==> src/rtl/nvd_pkg.sv <==
// Shared constants and types for the non-volatile data page controller
package nvd_pkg;

    // Array geometry
    localparam int unsigned PAGES      = 8;
    localparam int unsigned PAGE_BYTES = 16;
    localparam int unsigned PAGE_W     = 3;
    localparam int unsigned OFFS_W     = 4;
    localparam int unsigned LOC_W      = PAGE_W + OFFS_W;

    // Register indices; byte address is four times the index
    localparam logic [7:0] IDX_CONTROL    = 8'hCE;
    localparam logic [7:0] IDX_WRITE_BYTE = 8'hCF;
    localparam logic [7:0] IDX_ADDR_HIGH  = 8'hE0;
    localparam logic [7:0] IDX_ADDR_LOW   = 8'hE1;
    localparam logic [7:0] IDX_READ_BYTE  = 8'hE2;

    // Control fields
    localparam int unsigned ERASE_BIT = 7;
    localparam int unsigned WRITE_BIT = 6;

    // Reset and fill values
    localparam logic [7:0] WRITE_BYTE_RESET = 8'h00;
    localparam logic [7:0] ADDR_RESET       = 8'h00;
    localparam logic [7:0] ERASED_BYTE      = 8'hFF;

    // Bus answers
    localparam logic [1:0] RESP_OKAY   = 2'h0;
    localparam logic [1:0] RESP_SLVERR = 2'h2;

    // Timing at a 50 ns clock; least times round up
    localparam int unsigned CLK_PERIOD_NS = 50;
    localparam int unsigned ERASE_TIME_NS = 5000;
    localparam int unsigned WRITE_TIME_NS = 2000;
    localparam int unsigned CNT_W         = 16;
    localparam int unsigned ERASE_CYCLES  =
        (ERASE_TIME_NS + CLK_PERIOD_NS - 1) / CLK_PERIOD_NS;
    localparam int unsigned WRITE_CYCLES  =
        (WRITE_TIME_NS + CLK_PERIOD_NS - 1) / CLK_PERIOD_NS;

    typedef enum logic [1:0] {
        OP_IDLE  = 2'b00,
        OP_ERASE = 2'b01,
        OP_WRITE = 2'b10
    } nvd_op_kind_t;

    typedef enum logic [1:0] {
        WS_IDLE = 2'b00,
        WS_RUN  = 2'b01,
        WS_RESP = 2'b10
    } nvd_wstate_t;

    typedef struct packed {
        nvd_op_kind_t        kind;
        logic [PAGE_W-1:0]   page;
        logic [OFFS_W-1:0]   offset;
        logic [7:0]          data;
    } nvd_op_t;

endpackage

==> src/rtl/nvd_timer.sv <==
// Down counter that times one erase or write operation
`timescale 1ns/1ps
module nvd_timer #(
    parameter int unsigned W = nvd_pkg::CNT_W
) (
    // Clock and reset
    input  wire logic         clk,
    input  wire logic         rst,
    // Start with a cycle count
    input  wire logic         start,
    input  wire logic [W-1:0] cycles,
    // One-cycle pulse at the end
    output logic              done
);

    logic [W-1:0] count_q;

    always_ff @(posedge clk or posedge rst) begin
        if (rst) begin
            count_q <= '0;
        end else if (start) begin
            count_q <= cycles;
        end else if (count_q != '0) begin
            count_q <= count_q - W'(1);
        end
    end

    // Pulse in the cycle the count reaches zero
    always_ff @(posedge clk or posedge rst) begin
        if (rst) begin
            done <= 1'b0;
        end else begin
            done <= !start && (count_q == W'(1));
        end
    end

endmodule

==> src/rtl/nvd_store.sv <==
// Byte array of the non-volatile data memory, held in flip-flops
`timescale 1ns/1ps
module nvd_store #(
    parameter int unsigned PAGES      = nvd_pkg::PAGES,
    parameter int unsigned PAGE_BYTES = nvd_pkg::PAGE_BYTES
) (
    // Clock
    input  wire logic                          clk,
    // Operation applied for one cycle
    input  wire logic                          apply,
    input  wire nvd_pkg::nvd_op_t              op,
    // Read port, combinational
    input  wire logic [nvd_pkg::LOC_W-1:0]     rd_loc,
    output logic [7:0]                         rd_data
);

    // No reset: contents persist like the real array
    logic [7:0] mem_q [PAGES*PAGE_BYTES];

    always_ff @(posedge clk) begin
        if (apply && op.kind == nvd_pkg::OP_ERASE) begin
            for (int i = 0; i < PAGE_BYTES; i++) begin
                mem_q[{op.page, nvd_pkg::OFFS_W'(i)}] <= nvd_pkg::ERASED_BYTE;
            end
        end else if (apply && op.kind == nvd_pkg::OP_WRITE) begin
            mem_q[{op.page, op.offset}] <= op.data;
        end
    end

    assign rd_data = mem_q[rd_loc];

endmodule

==> src/rtl/nvd_top.sv <==
// What this block does
// - Memory holds eight erasable pages of sixteen bytes each.
// - Page is chosen by bits 6 to 4 of the low address register before erase; the high register is not used.
// - Setting control bit 7 starts erasing the selected page.
// - Erase stalls the issuing write until done, then execution continues.
// - Setting control bit 6 with bit 7 clear programs the data byte and stalls the writer.
// - Stall is released once the byte write has finished.
// - Data enters through the write byte register; readback goes another path.
// - Zero command bits start nothing; bits 5 to 0 are reserved.
// - Write byte register resets to zero.
`timescale 1ns/1ps
module nvd_top #(
    parameter int unsigned ADDR_W       = 12,
    parameter int unsigned ERASE_CYCLES = nvd_pkg::ERASE_CYCLES,
    parameter int unsigned WRITE_CYCLES = nvd_pkg::WRITE_CYCLES
) (
    // Clock and reset
    input  wire logic              REF_CLK,
    input  wire logic              RST,
    // Write address channel
    input  wire logic [ADDR_W-1:0] AWADDR,
    input  wire logic [2:0]        AWPROT,
    input  wire logic              AWVALID,
    output logic                   AWREADY,
    // Write data channel
    input  wire logic [31:0]       WDATA,
    input  wire logic [3:0]        WSTRB,
    input  wire logic              WVALID,
    output logic                   WREADY,
    // Write response channel
    output logic [1:0]             BRESP,
    output logic                   BVALID,
    input  wire logic              BREADY,
    // Read address channel
    input  wire logic [ADDR_W-1:0] ARADDR,
    input  wire logic [2:0]        ARPROT,
    input  wire logic              ARVALID,
    output logic                   ARREADY,
    // Read data channel
    output logic [31:0]            RDATA,
    output logic [1:0]             RRESP,
    output logic                   RVALID,
    input  wire logic              RREADY,
    // Core stall while an operation runs
    output logic                   CPU_STALL
);

    localparam int unsigned CW = nvd_pkg::CNT_W;

    // Captured write request
    logic                  aw_held_q;
    logic [ADDR_W-1:0]     aw_addr_q;
    logic                  w_held_q;
    logic [7:0]            w_byte_q;
    logic                  w_lane0_q;

    // Write sequencing
    nvd_pkg::nvd_wstate_t  wstate_q;
    logic                  awready_q;
    logic                  wready_q;
    logic                  bvalid_q;
    logic [1:0]            bresp_q;

    // Registers
    logic                  erase_cmd_q;
    logic                  write_cmd_q;
    logic [7:0]            write_byte_q;
    logic [7:0]            addr_high_q;
    logic [7:0]            addr_low_q;
    logic                  stall_q;

    // Read channel
    logic                  arready_q;
    logic                  rvalid_q;
    logic [31:0]           rdata_q;
    logic [1:0]            rresp_q;

    // Decoded write
    logic                  wr_go;
    logic                  wr_mapped;
    logic                  wr_ctrl;
    logic                  wr_data;
    logic                  wr_high;
    logic                  wr_low;
    logic                  start_erase;
    logic                  start_write;
    logic                  start_op;

    // Operation path
    nvd_pkg::nvd_op_t      op_q;
    logic                  op_start;
    logic [CW-1:0]         op_cycles;
    logic                  op_done;
    logic [7:0]            store_rd;

    // True when an address is the aligned word address of an index
    function automatic logic hit(input logic [ADDR_W-1:0] a, input logic [7:0] idx);
        hit = (a == ADDR_W'({idx, 2'b00}));
    endfunction

    function automatic logic mapped(input logic [ADDR_W-1:0] a);
        mapped = hit(a, nvd_pkg::IDX_CONTROL) || hit(a, nvd_pkg::IDX_WRITE_BYTE) ||
                 hit(a, nvd_pkg::IDX_ADDR_HIGH) || hit(a, nvd_pkg::IDX_ADDR_LOW) ||
                 hit(a, nvd_pkg::IDX_READ_BYTE);
    endfunction

    // Write decode once address and data are both held
    always_comb begin
        wr_go       = aw_held_q && w_held_q && (wstate_q == nvd_pkg::WS_IDLE);
        wr_mapped   = mapped(aw_addr_q);
        wr_ctrl     = wr_go && w_lane0_q && hit(aw_addr_q, nvd_pkg::IDX_CONTROL);
        wr_data     = wr_go && w_lane0_q && hit(aw_addr_q, nvd_pkg::IDX_WRITE_BYTE);
        wr_high     = wr_go && w_lane0_q && hit(aw_addr_q, nvd_pkg::IDX_ADDR_HIGH);
        wr_low      = wr_go && w_lane0_q && hit(aw_addr_q, nvd_pkg::IDX_ADDR_LOW);
        // Erase wins if both command bits are written together
        start_erase = wr_ctrl && w_byte_q[nvd_pkg::ERASE_BIT];
        start_write = wr_ctrl && !w_byte_q[nvd_pkg::ERASE_BIT]
                      && w_byte_q[nvd_pkg::WRITE_BIT];
        // Zero command bits and bits 5..0 have no effect
        start_op    = start_erase || start_write;
    end

    // Address channel capture
    always_ff @(posedge REF_CLK or posedge RST) begin
        if (RST) begin
            aw_held_q <= 1'b0;
            aw_addr_q <= '0;
            awready_q <= 1'b1;
        end else if (AWVALID && awready_q) begin
            aw_held_q <= 1'b1;
            aw_addr_q <= AWADDR;
            awready_q <= 1'b0;
        end else if (bvalid_q && BREADY) begin
            aw_held_q <= 1'b0;
            awready_q <= 1'b1;
        end
    end

    // Data channel capture; only byte lane 0 carries a register
    always_ff @(posedge REF_CLK or posedge RST) begin
        if (RST) begin
            w_held_q  <= 1'b0;
            w_byte_q  <= 8'h00;
            w_lane0_q <= 1'b0;
            wready_q  <= 1'b1;
        end else if (WVALID && wready_q) begin
            w_held_q  <= 1'b1;
            w_byte_q  <= WDATA[7:0];
            w_lane0_q <= WSTRB[0];
            wready_q  <= 1'b0;
        end else if (bvalid_q && BREADY) begin
            w_held_q  <= 1'b0;
            wready_q  <= 1'b1;
        end
    end

    // Response is withheld while an operation runs; that is the core's halt
    always_ff @(posedge REF_CLK or posedge RST) begin
        if (RST) begin
            wstate_q <= nvd_pkg::WS_IDLE;
            bvalid_q <= 1'b0;
            bresp_q  <= nvd_pkg::RESP_OKAY;
        end else begin
            unique case (wstate_q)
                nvd_pkg::WS_IDLE: begin
                    if (wr_go && start_op) begin
                        wstate_q <= nvd_pkg::WS_RUN;
                    end else if (wr_go) begin
                        wstate_q <= nvd_pkg::WS_RESP;
                        bvalid_q <= 1'b1;
                        bresp_q  <= wr_mapped ? nvd_pkg::RESP_OKAY : nvd_pkg::RESP_SLVERR;
                    end
                end
                nvd_pkg::WS_RUN: begin
                    if (op_done) begin
                        wstate_q <= nvd_pkg::WS_RESP;
                        bvalid_q <= 1'b1;
                        bresp_q  <= nvd_pkg::RESP_OKAY;
                    end
                end
                nvd_pkg::WS_RESP: begin
                    if (BREADY) begin
                        wstate_q <= nvd_pkg::WS_IDLE;
                        bvalid_q <= 1'b0;
                    end
                end
                default: begin
                    wstate_q <= nvd_pkg::WS_IDLE;
                    bvalid_q <= 1'b0;
                end
            endcase
        end
    end

    // Command bits stay set for the whole operation
    always_ff @(posedge REF_CLK or posedge RST) begin
        if (RST) begin
            erase_cmd_q <= 1'b0;
            write_cmd_q <= 1'b0;
        end else if (start_op) begin
            erase_cmd_q <= start_erase;
            write_cmd_q <= start_write;
        end else if (op_done) begin
            erase_cmd_q <= 1'b0;
            write_cmd_q <= 1'b0;
        end
    end

    // Data byte for programming
    always_ff @(posedge REF_CLK or posedge RST) begin
        if (RST) begin
            write_byte_q <= nvd_pkg::WRITE_BYTE_RESET;
        end else if (wr_data) begin
            write_byte_q <= w_byte_q;
        end
    end

    // Location registers; a write during an operation cannot happen
    always_ff @(posedge REF_CLK or posedge RST) begin
        if (RST) begin
            addr_high_q <= nvd_pkg::ADDR_RESET;
            addr_low_q  <= nvd_pkg::ADDR_RESET;
        end else begin
            if (wr_high) begin
                addr_high_q <= w_byte_q;
            end
            if (wr_low) begin
                addr_low_q <= w_byte_q;
            end
        end
    end

    // Operation latched at start so later register writes cannot disturb it
    always_ff @(posedge REF_CLK or posedge RST) begin
        if (RST) begin
            op_q <= '{kind: nvd_pkg::OP_IDLE, page: '0, offset: '0, data: 8'h00};
        end else if (start_op) begin
            op_q.kind   <= start_erase ? nvd_pkg::OP_ERASE : nvd_pkg::OP_WRITE;
            op_q.page   <= addr_low_q[nvd_pkg::LOC_W-1:nvd_pkg::OFFS_W];
            op_q.offset <= addr_low_q[nvd_pkg::OFFS_W-1:0];
            op_q.data   <= write_byte_q;
        end else if (op_done) begin
            op_q.kind <= nvd_pkg::OP_IDLE;
        end
    end

    // Stall line follows the running operation
    always_ff @(posedge REF_CLK or posedge RST) begin
        if (RST) begin
            stall_q <= 1'b0;
        end else if (start_op) begin
            stall_q <= 1'b1;
        end else if (op_done) begin
            stall_q <= 1'b0;
        end
    end

    assign op_start  = start_op;
    assign op_cycles = start_erase ? CW'(ERASE_CYCLES) : CW'(WRITE_CYCLES);

    nvd_timer #(
        .W      (CW)
    ) u_timer (
        .clk    (REF_CLK),
        .rst    (RST),
        .start  (op_start),
        .cycles (op_cycles),
        .done   (op_done)
    );

    // Array is changed at completion, so an aborted op leaves it intact
    nvd_store #(
        .PAGES      (nvd_pkg::PAGES),
        .PAGE_BYTES (nvd_pkg::PAGE_BYTES)
    ) u_store (
        .clk        (REF_CLK),
        .apply      (op_done),
        .op         (op_q),
        .rd_loc     (addr_low_q[nvd_pkg::LOC_W-1:0]),
        .rd_data    (store_rd)
    );

    // Read channel; write byte register reads as zero
    always_ff @(posedge REF_CLK or posedge RST) begin
        if (RST) begin
            arready_q <= 1'b1;
            rvalid_q  <= 1'b0;
            rdata_q   <= 32'h0000_0000;
            rresp_q   <= nvd_pkg::RESP_OKAY;
        end else if (ARVALID && arready_q) begin
            arready_q <= 1'b0;
            rvalid_q  <= 1'b1;
            rresp_q   <= mapped(ARADDR) ? nvd_pkg::RESP_OKAY : nvd_pkg::RESP_SLVERR;
            if (hit(ARADDR, nvd_pkg::IDX_CONTROL)) begin
                rdata_q <= {24'h000000, erase_cmd_q, write_cmd_q, 6'h00};
            end else if (hit(ARADDR, nvd_pkg::IDX_ADDR_HIGH)) begin
                rdata_q <= {24'h000000, addr_high_q};
            end else if (hit(ARADDR, nvd_pkg::IDX_ADDR_LOW)) begin
                rdata_q <= {24'h000000, addr_low_q};
            end else if (hit(ARADDR, nvd_pkg::IDX_READ_BYTE)) begin
                rdata_q <= {24'h000000, store_rd};
            end else begin
                rdata_q <= 32'h0000_0000;
            end
        end else if (rvalid_q && RREADY) begin
            rvalid_q  <= 1'b0;
            arready_q <= 1'b1;
        end
    end

    assign AWREADY   = awready_q;
    assign WREADY    = wready_q;
    assign BVALID    = bvalid_q;
    assign BRESP     = bresp_q;
    assign ARREADY   = arready_q;
    assign RVALID    = rvalid_q;
    assign RDATA     = rdata_q;
    assign RRESP     = rresp_q;
    assign CPU_STALL = stall_q;

endmodule

==> config.mk <==
export PLATFORM = sky130hd
export DESIGN_NAME = nvd_top
export DESIGN_NICKNAME = d
export VERILOG_FILES = /design/src/rtl/nvd_pkg.sv /design/src/rtl/nvd_timer.sv /design/src/rtl/nvd_store.sv /design/src/rtl/nvd_top.sv
export SDC_FILE = /design/constraint.sdc
export NUM_CORES = 2
export LEC_CHECK = 0
export ABC_CLOCK_PERIOD_IN_PS = 4830
export BUFFER_PORTS_ARGS = -buffer_cell sky130_fd_sc_hd__buf_2
export CAP_MARGIN = 40
export CORE_MARGIN = 4
export CORE_UTILIZATION = 55
export CTS_BUF_LIST = sky130_fd_sc_hd__clkbuf_2
export CTS_CLUSTER_DIAMETER = 120
export DETAILED_ROUTE_END_ITERATION = 7
export GPL_ROUTABILITY_DRIVEN = 0
export PLACE_DENSITY = 0.7
export REMOVE_ABC_BUFFERS = 1
export SETUP_SLACK_MARGIN = 0.05
export SLEW_MARGIN = 5
export SYNTH_ARGS = -nofsm -noshare
export SYNTH_HDL_FRONTEND = slang
export SYNTH_HIERARCHICAL = 1
export SYNTH_SLANG_ARGS = --single-unit
==> constraint.sdc <==
create_clock -name REF_CLK -period 4.83 [get_ports REF_CLK]
set_clock_uncertainty 0.2 [all_clocks]
set_input_delay 0.966 -clock REF_CLK [delete_from_list [all_inputs] [get_ports REF_CLK]]
set_output_delay 0.966 -clock REF_CLK [all_outputs]
set_load 0.005 [all_outputs]
# Word-level counts from Yosys, hierarchy flattened
# Memories as Yosys holds them, arrays and structs flattened.
# Index checks and enable logic that the tools add are counted.
dict set report totals {
  ff_bits 127
  ramBits 1024
  input_bits 73
  mem_count 1
}
dict set report classes {
  add_sub_neg 1
  n_eq_ne 20
  mux 47
  reduce_logical 42
}
# memory depth width read_ports rd_ports_with_merged_regs write_ports line_no
set mem_list {}
lappend mem_list {u_store.mem_q 128 8 1 0 16 nvd_store.sv:18} ;# logic [7:0] mem_q [PAGES*PAGE_BYTES];
# cell n
set ops {}
lappend ops {{equality test 12 x 10 -> 1 bit, second input constant} 10}
lappend ops {{two-way mux 8 bit} 5}
lappend ops {{two-way mux 16 bit} 2}
lappend ops {{two-way mux 1 bit} 24}
lappend ops {{two-way mux 2 bit} 11}
lappend ops {{logical AND 1 bit} 19}
lappend ops {{equality test 16 x 1 -> 1 bit, second input constant} 1}
lappend ops {{nonzero test 16 bit} 1}
lappend ops {{subtractor 16 x 1 -> 16 bit, second input constant} 1}
lappend ops {{two-way mux 7 bit} 2}
lappend ops {{nonzero test 2 bit} 6}
lappend ops {{logical OR 1 bit} 9}
lappend ops {{AND reduction 4 bit} 2}
lappend ops {{OR reduction 8 bit} 1}
lappend ops {{inequality test 2 bit, second input constant} 3}
lappend ops {{case mux 2 bit (3 select lines)} 1}
lappend ops {{equality test 2 x 1 -> 1 bit, second input constant} 2}
lappend ops {{equality test 2 bit, second input constant} 2}
lappend ops {{case mux 2 bit (2 select lines)} 1}
lappend ops {{inequality test 3 x 2 -> 1 bit, second input constant} 1}
lappend ops {{case mux 1 bit (3 select lines)} 1}
lappend ops {{AND reduction 3 bit} 1}
lappend ops {{logical NOT 1 bit} 2}
lappend ops {{logical NOT 2 bit} 1}
lappend ops {{inequality test 2 x 1 -> 1 bit, second input constant} 1}

# Logic depth before layout (Yosys ltp)
dict set report logic_depth {
  word_depth 10
  mapped_depth 11
  ltp_nobuf 8
}

# By module
# Netlist, hierarchy kept.
# mod n_inst cells_per_inst area_each_um2 seq_area_each_um2
set modules_own_cells {}
lappend modules_own_cells {nvd_store 1 2973 47230.3 30749.5}
lappend modules_own_cells {nvd_top 1 294 3702.3 2080.7}
lappend modules_own_cells {nvd_timer 1 113 1049.8 425.4}

# Least setup slack after synthesis
# No wires, ideal clock.
dict set report synth_timing {
  path_type {reg-to-reg}
  start {register addr_low_q[0]}
  end {register rdata_q[7] (netlist: RDATA[7])}
  setup_time_ns 0.133
  t_arrival_ns 3.249
  required_time_ns 4.497
  setup_slack_ns 1.249
  path_stages_with_launch 11
  path_cell_list {dfrtp_1 > clkbuf_1 > buf_1 > mux4_2 > mux4_2 > mux4_2 > mux2_2 > mux2i_1 > a2bb2oi_1 > a2bb2oi_1 > o21ai_0}
}
dict set report synth_via {
  elab_chain_len 5
}
# element line_no
set synth_lines {}
lappend synth_lines {{from (decl)} nvd_top.sv:69} ;# logic [7:0] addr_low_q;
lappend synth_lines {{from (signal assigned)} nvd_top.sv:222} ;# addr_low_q <= nvd_pkg::ADDR_RESET;
lappend synth_lines {{from (signal assigned)} nvd_top.sv:228} ;# addr_low_q <= w_byte_q;
lappend synth_lines {{memory read (128 x 8 bit)} --}
lappend synth_lines {{net store_rd[7]} nvd_top.sv:94} ;# logic [7:0] store_rd;
lappend synth_lines {{two-way mux 8 bit} nvd_top.sv:300} ;# end else if (hit(ARADDR, nvd_pkg::IDX_READ_BYTE)) begin
lappend synth_lines {{two-way mux 8 bit} nvd_top.sv:298} ;# end else if (hit(ARADDR, nvd_pkg::IDX_ADDR_LOW)) begin
lappend synth_lines {{two-way mux 8 bit} nvd_top.sv:296} ;# end else if (hit(ARADDR, nvd_pkg::IDX_ADDR_HIGH)) begin
lappend synth_lines {{two-way mux 8 bit} nvd_top.sv:294} ;# if (hit(ARADDR, nvd_pkg::IDX_CONTROL)) begin
lappend synth_lines {{to (signal assigned)} nvd_top.sv:295} ;# rdata_q <= {24'h000000, erase_cmd_q, write_cmd_q, 6'h00};
lappend synth_lines {{to (signal assigned)} nvd_top.sv:297} ;# rdata_q <= {24'h000000, addr_high_q};
lappend synth_lines {{to (signal assigned)} nvd_top.sv:299} ;# rdata_q <= {24'h000000, addr_low_q};
lappend synth_lines {{to (decl)} nvd_top.sv:75} ;# logic [31:0] rdata_q;
# The timed path passes the listed nets, and every way through them passes these cells.
# A chain may end at the register's enable or synchronous reset.

# Worst setup path after layout
dict set report layout_timing {
  start {register addr_low_q[2]}
  end {register rdata_q[2] (netlist: RDATA[2])}
}
# Same word-level chain as after synthesis.

==> results.py <==
metrics = {
    "synth": {
        "syn_area_per_cell_um2": 15.38,
        "synth_top_flop_cell": "sky130_fd_sc_hd__edfxtp_1",
        "synth_top_area_cell": "sky130_fd_sc_hd__edfxtp_1",
        "synth_async_sr_flop_share_pct": 8.897,
        "synth.lib_cells_used.distinct": 62,
        "synth_enable_flop_cells": 1024,
        "yosys-top-cells-area": "sky130_fd_sc_hd__edfxtp_1, sky130_fd_sc_hd__mux4_2, sky130_fd_sc_hd__or2_2, sky130_fd_sc_hd__or3_1, sky130_fd_sc_hd__dfrtp_1",
        "ys_seq_elements": 1124,
        "synth_cells": 3380,
        "sequential_area_share_after_synthesis_pct": 63.97,
        "netlist_area_um2": 51980,
        "ys.warnings.count": 6,
        "yosys.area.top_type_share_pct": 59.15,
    },
    "pwr": {
        "powerDensity_nw_per_um2": 308.2,
        "peakVddDrop_mv": 0.1599,
        "static-leakage-power_nw": 21.27,
    },
    "place": {
        "postPlaceCellArea_um2": 54030,
        "hpwlAfterDp_um": 81580,
        "post-place-cells": 4534,
        "numPortBuffers": 55,
    },
    "die": {
        "die_width_um": 315.4,
        "floorplan.initialDensity_pct": 55.53,
        "num_io_pins": 115,
        "dieArea_um2": 99500,
        "fp.dieH_um": 315.4,
        "placementRows": 112,
        "core-area_um2": 93610,
    },
    "drt": {
        "per_cell_via_count_in_the_routed_design": 6.163,
        "detailedRoute.firstPassIterationCount": 6,
        "ant_nets": 0,
        "route.vias.total": 31470,
        "drc": 0,
        "detailedRoute.firstIterationViolations": 3379,
        "post_drt_wl_per_cell_um": 25.67,
        "routed_wl_um": 131100,
    },
    "hold_path": {
        "timing.hold.worst.class": "in2reg",
    },
    "timing": {
        "rsz0062_at_grt": "no",
        "report.final.setup_viol": 0,
        "maxClockFrequency_mhz": 219.5,
        "report.final.hold_viol_count": 0,
        "finalMaxSlewViolations": 0,
        "layout_worst_path_cycle_share_pct": 94.31,
        "worst_slew_margin_rel_pct": 36.59,
        "worstMarginPinSlew_ns": 0.9511,
        "post_route_worst_hold_slack_ns": 0.2269,
        "min_period_ns": 4.555,
    },
    "critical_path": {
        "cp-end-kind": "flip-flop",
        "critPathMaxFanout": 40,
        "worstPathRequired_ns": 5.92,
        "worstSetupPathType": "reg2reg",
        "cp-start-kind": "flip-flop",
        "worst_ep_arrival_ns": 5.65,
    },
    "finish": {
        "fill_cells": 6980,
        "final_layout_size_suffix_gt1_share_pct": 41.89,
        "layout.cells.non_filler": 5107,
        "post_route_cell_area_um2": 57330,
        "synthToLayoutAreaGrowth_pct": 10.28,
        "nNetsFinal": 3726,
    },
    "global_route": {
        "first_pass_grt_wire_length_um": 199300,
        "grt_max_degree": 82,
        "total_congestion_overflow": 0,
        "track_usage_pct": 26.77,
        "via_count_of_the_first_global_routing_pass": 32500,
        "antenna_violations_before_repair": 3,
    },
    "clock_network": {
        "cts_num_sinks": 1124,
        "cts_tree": "built",
        "clock_input_transition_at_the_sequential_cells_of_the_worst_setup_and_hold_paths_ns": 0.11,
        "root_buffer": "sky130_fd_sc_hd__clkbuf_2",
        "number_of_clock_buffers_inserted_by_tritoncts": 300,
        "clk_path_buf_depth": 4,
        "clock_tree.htree_level_count": 5,
        "clock_latency_reported_for_the_late_side_of_the_worst_skew_pair_ns": 1.46,
    },
    "run_status": {
        "status": "finished, final reports clean",
    },
    "flow_run": {
        "maxCapViolCount": 0,
    },
}
[cells in the final DEF (no fill, tap or decap), types with 3 or more instances in the layout]
cell type	netlist	routed
sky130_fd_sc_hd__a21oi_1	19	19
sky130_fd_sc_hd__a21oi_2	3	3
sky130_fd_sc_hd__a2bb2oi_1	4	4
sky130_fd_sc_hd__buf_12	0	19
sky130_fd_sc_hd__buf_2	20	60
sky130_fd_sc_hd__buf_4	35	138
sky130_fd_sc_hd__bufinv_16	0	6
sky130_fd_sc_hd__clkbuf_2	0	430
sky130_fd_sc_hd__clkinv_1	1	55
sky130_fd_sc_hd__clkinv_2	0	5
sky130_fd_sc_hd__conb_1	2	39
sky130_fd_sc_hd__dfrtp_1	97	85
sky130_fd_sc_hd__dfrtp_4	0	11
sky130_fd_sc_hd__dfstp_2	3	3
sky130_fd_sc_hd__dlygate4sd3_1	0	68
sky130_fd_sc_hd__edfxtp_1	1024	1024
sky130_fd_sc_hd__inv_1	10	9
sky130_fd_sc_hd__inv_2	0	7
sky130_fd_sc_hd__mux2_2	69	69
sky130_fd_sc_hd__mux2i_1	11	11
sky130_fd_sc_hd__mux4_2	336	336
sky130_fd_sc_hd__nand2_1	184	184
sky130_fd_sc_hd__nand2b_1	40	40
sky130_fd_sc_hd__nand3_1	5	5
sky130_fd_sc_hd__nand3b_1	3	3
sky130_fd_sc_hd__nand4b_1	4	4
sky130_fd_sc_hd__nor2_1	34	32
sky130_fd_sc_hd__nor2b_1	6	6
sky130_fd_sc_hd__nor3_1	18	16
sky130_fd_sc_hd__nor4_1	6	6
sky130_fd_sc_hd__nor4_2	6	6
sky130_fd_sc_hd__o21ai_0	69	69
sky130_fd_sc_hd__o21ai_1	9	9
sky130_fd_sc_hd__o31ai_1	9	9
sky130_fd_sc_hd__or2_2	503	499
sky130_fd_sc_hd__or2_4	0	4
sky130_fd_sc_hd__or3_1	498	498
sky130_fd_sc_hd__or4_1	4	4
sky130_fd_sc_hd__xnor2_1	7	7
[sequential cells by signal (all words and copies together) (netlist names), 12 cells and up]
register and count:
aw_addr_q 12, op_q 16, u_store/mem_q 1024, u_timer/count_q 16
[metrics by stage]
step                setup TNS (ns)  worst slack, ns  util, %  total power (W)
floorplan                   -74.23           -7.582        -          0.01120
global placement                 0           0.7493    57.56          0.01133
detailed placement               0           0.7212    57.72          0.01136
CTS                              0           0.1677    61.21          0.01782
global route                     0           0.1785    61.24          0.01847
finish                           0           0.2750    61.24          0.01767
[path summary, 6_finish.rpt]
path                                      startpoint                  endpoint  slack, ns  depth (start not counted)
min in group asynchronous                        RST       op_q[9]$_DFFE_PP0N_       0.50                          4
setup / recovery           addr_low_q[2]$_DFFE_PP0P_      RDATA[2]$_DFFE_PP0P_       0.28                         11
setup reg to reg           addr_low_q[2]$_DFFE_PP0P_      RDATA[2]$_DFFE_PP0P_       0.28                         11
max in group asynchronous                        RST       op_q[5]$_DFFE_PP0N_       2.90                          6
hold reg to reg                aw_held_q$_DFFE_PP0P_     aw_held_q$_DFFE_PP0P_       0.31                          2
hold / removal                             AWADDR[7]  aw_addr_q[7]$_DFFE_PP0P_       0.23                          3
[cells in the mapped netlist (all sizes together) (3+ instances only)]
| cell | instances |
|---|---|
| nand2b | 40 |
| nor4b | 3 |
| nor3 | 18 |
| nor2b | 6 |
| and2 | 3 |
| mux2i | 11 |
| a21oi | 22 |
| inv | 10 |
| nand3b | 4 |
| buf | 72 |
| or2 | 503 |
| nand2 | 184 |
| nor4 | 12 |
| nor2 | 34 |
| edfxtp | 1024 |
| dfstp | 3 |
| o21ai | 78 |
| or4 | 5 |
| mux4 | 336 |
| dfrtp | 97 |
| clkbuf | 285 |
| xnor2 | 7 |
| nand4b | 4 |
| or3 | 499 |
| or3b | 3 |
| nand3 | 5 |
| o31ai | 9 |
| mux2 | 69 |
| a2bb2oi | 4 |
[critical path, stage by stage, from the launching register on]
cell	delay [ns]
sky130_fd_sc_hd__dfrtp_4	0.75
sky130_fd_sc_hd__buf_12	0.33
sky130_fd_sc_hd__buf_4	0.23
sky130_fd_sc_hd__mux4_2	0.33
sky130_fd_sc_hd__mux4_2	0.58
sky130_fd_sc_hd__mux4_2	0.55
sky130_fd_sc_hd__mux2_2	0.35
sky130_fd_sc_hd__mux2i_1	0.17
sky130_fd_sc_hd__nor2_1	0.05
sky130_fd_sc_hd__a21oi_1	0.14
sky130_fd_sc_hd__o31ai_1	0.08
sky130_fd_sc_hd__dlygate4sd3_1	0.59
[logic make-up after synthesis]
| group | count (synthesis) | synth area share [%] |
|---|---|---|
| buffers and inverters | 368 | 2.987 |
| AND/OR/NAND/NOR | 1332 | 15.16 |
| flip-flops | 1124 | 63.97 |
| other | 2 | 0.01445 |
| adder cells (fa/ha/maj) | 2 | 0.04813 |
| multiplexers | 416 | 16.26 |
| AO/OA/AOI/OAI | 129 | 1.430 |
| XOR/XNOR | 7 | 0.1179 |
[power breakdown]
group / leakage, nW / internal (W) / switching, W
logic: 5.85 / 0.000242 / 0.000206
registers: 13.4 / 0.0106 / 0.000170
clock network: 2.01 / 0.00268 / 0.00378
total: 21.3 / 0.0135 / 0.00415
[per-layer routing]
layer	vias to the layer above	part of all wire [%]	track usage, %
met5	-	0.0092	0
met4	2	2.3	8.154
met3	211	10	6.358
met2	1701	49	43.24
met1	16040	39	36.73
li1	13520	-	-
[what timing repair did]
action	in CTS	in global routing
setup endpoints to repair	0	1
buffers inserted	0	1
hold buffers	68	0
gates resized for setup	0	0
endpoints found under the hold margin	138	0
[cell type report]
type                            count  area, µm²  area share, %
Antenna cell                        2      5.005       0.008731
Clock buffer                      430       2152          3.754
Clock inverter                     72      437.9         0.7639
Inverter                           11      42.54        0.07421
Multi-Input combinational cell   1925      17340          30.24
Sequential cell                  1124      33300          58.09
Tap cell                         1254       1569          2.737
Timing Repair Buffer              289       2482          4.330
Power figures use the tool's default switching activity.
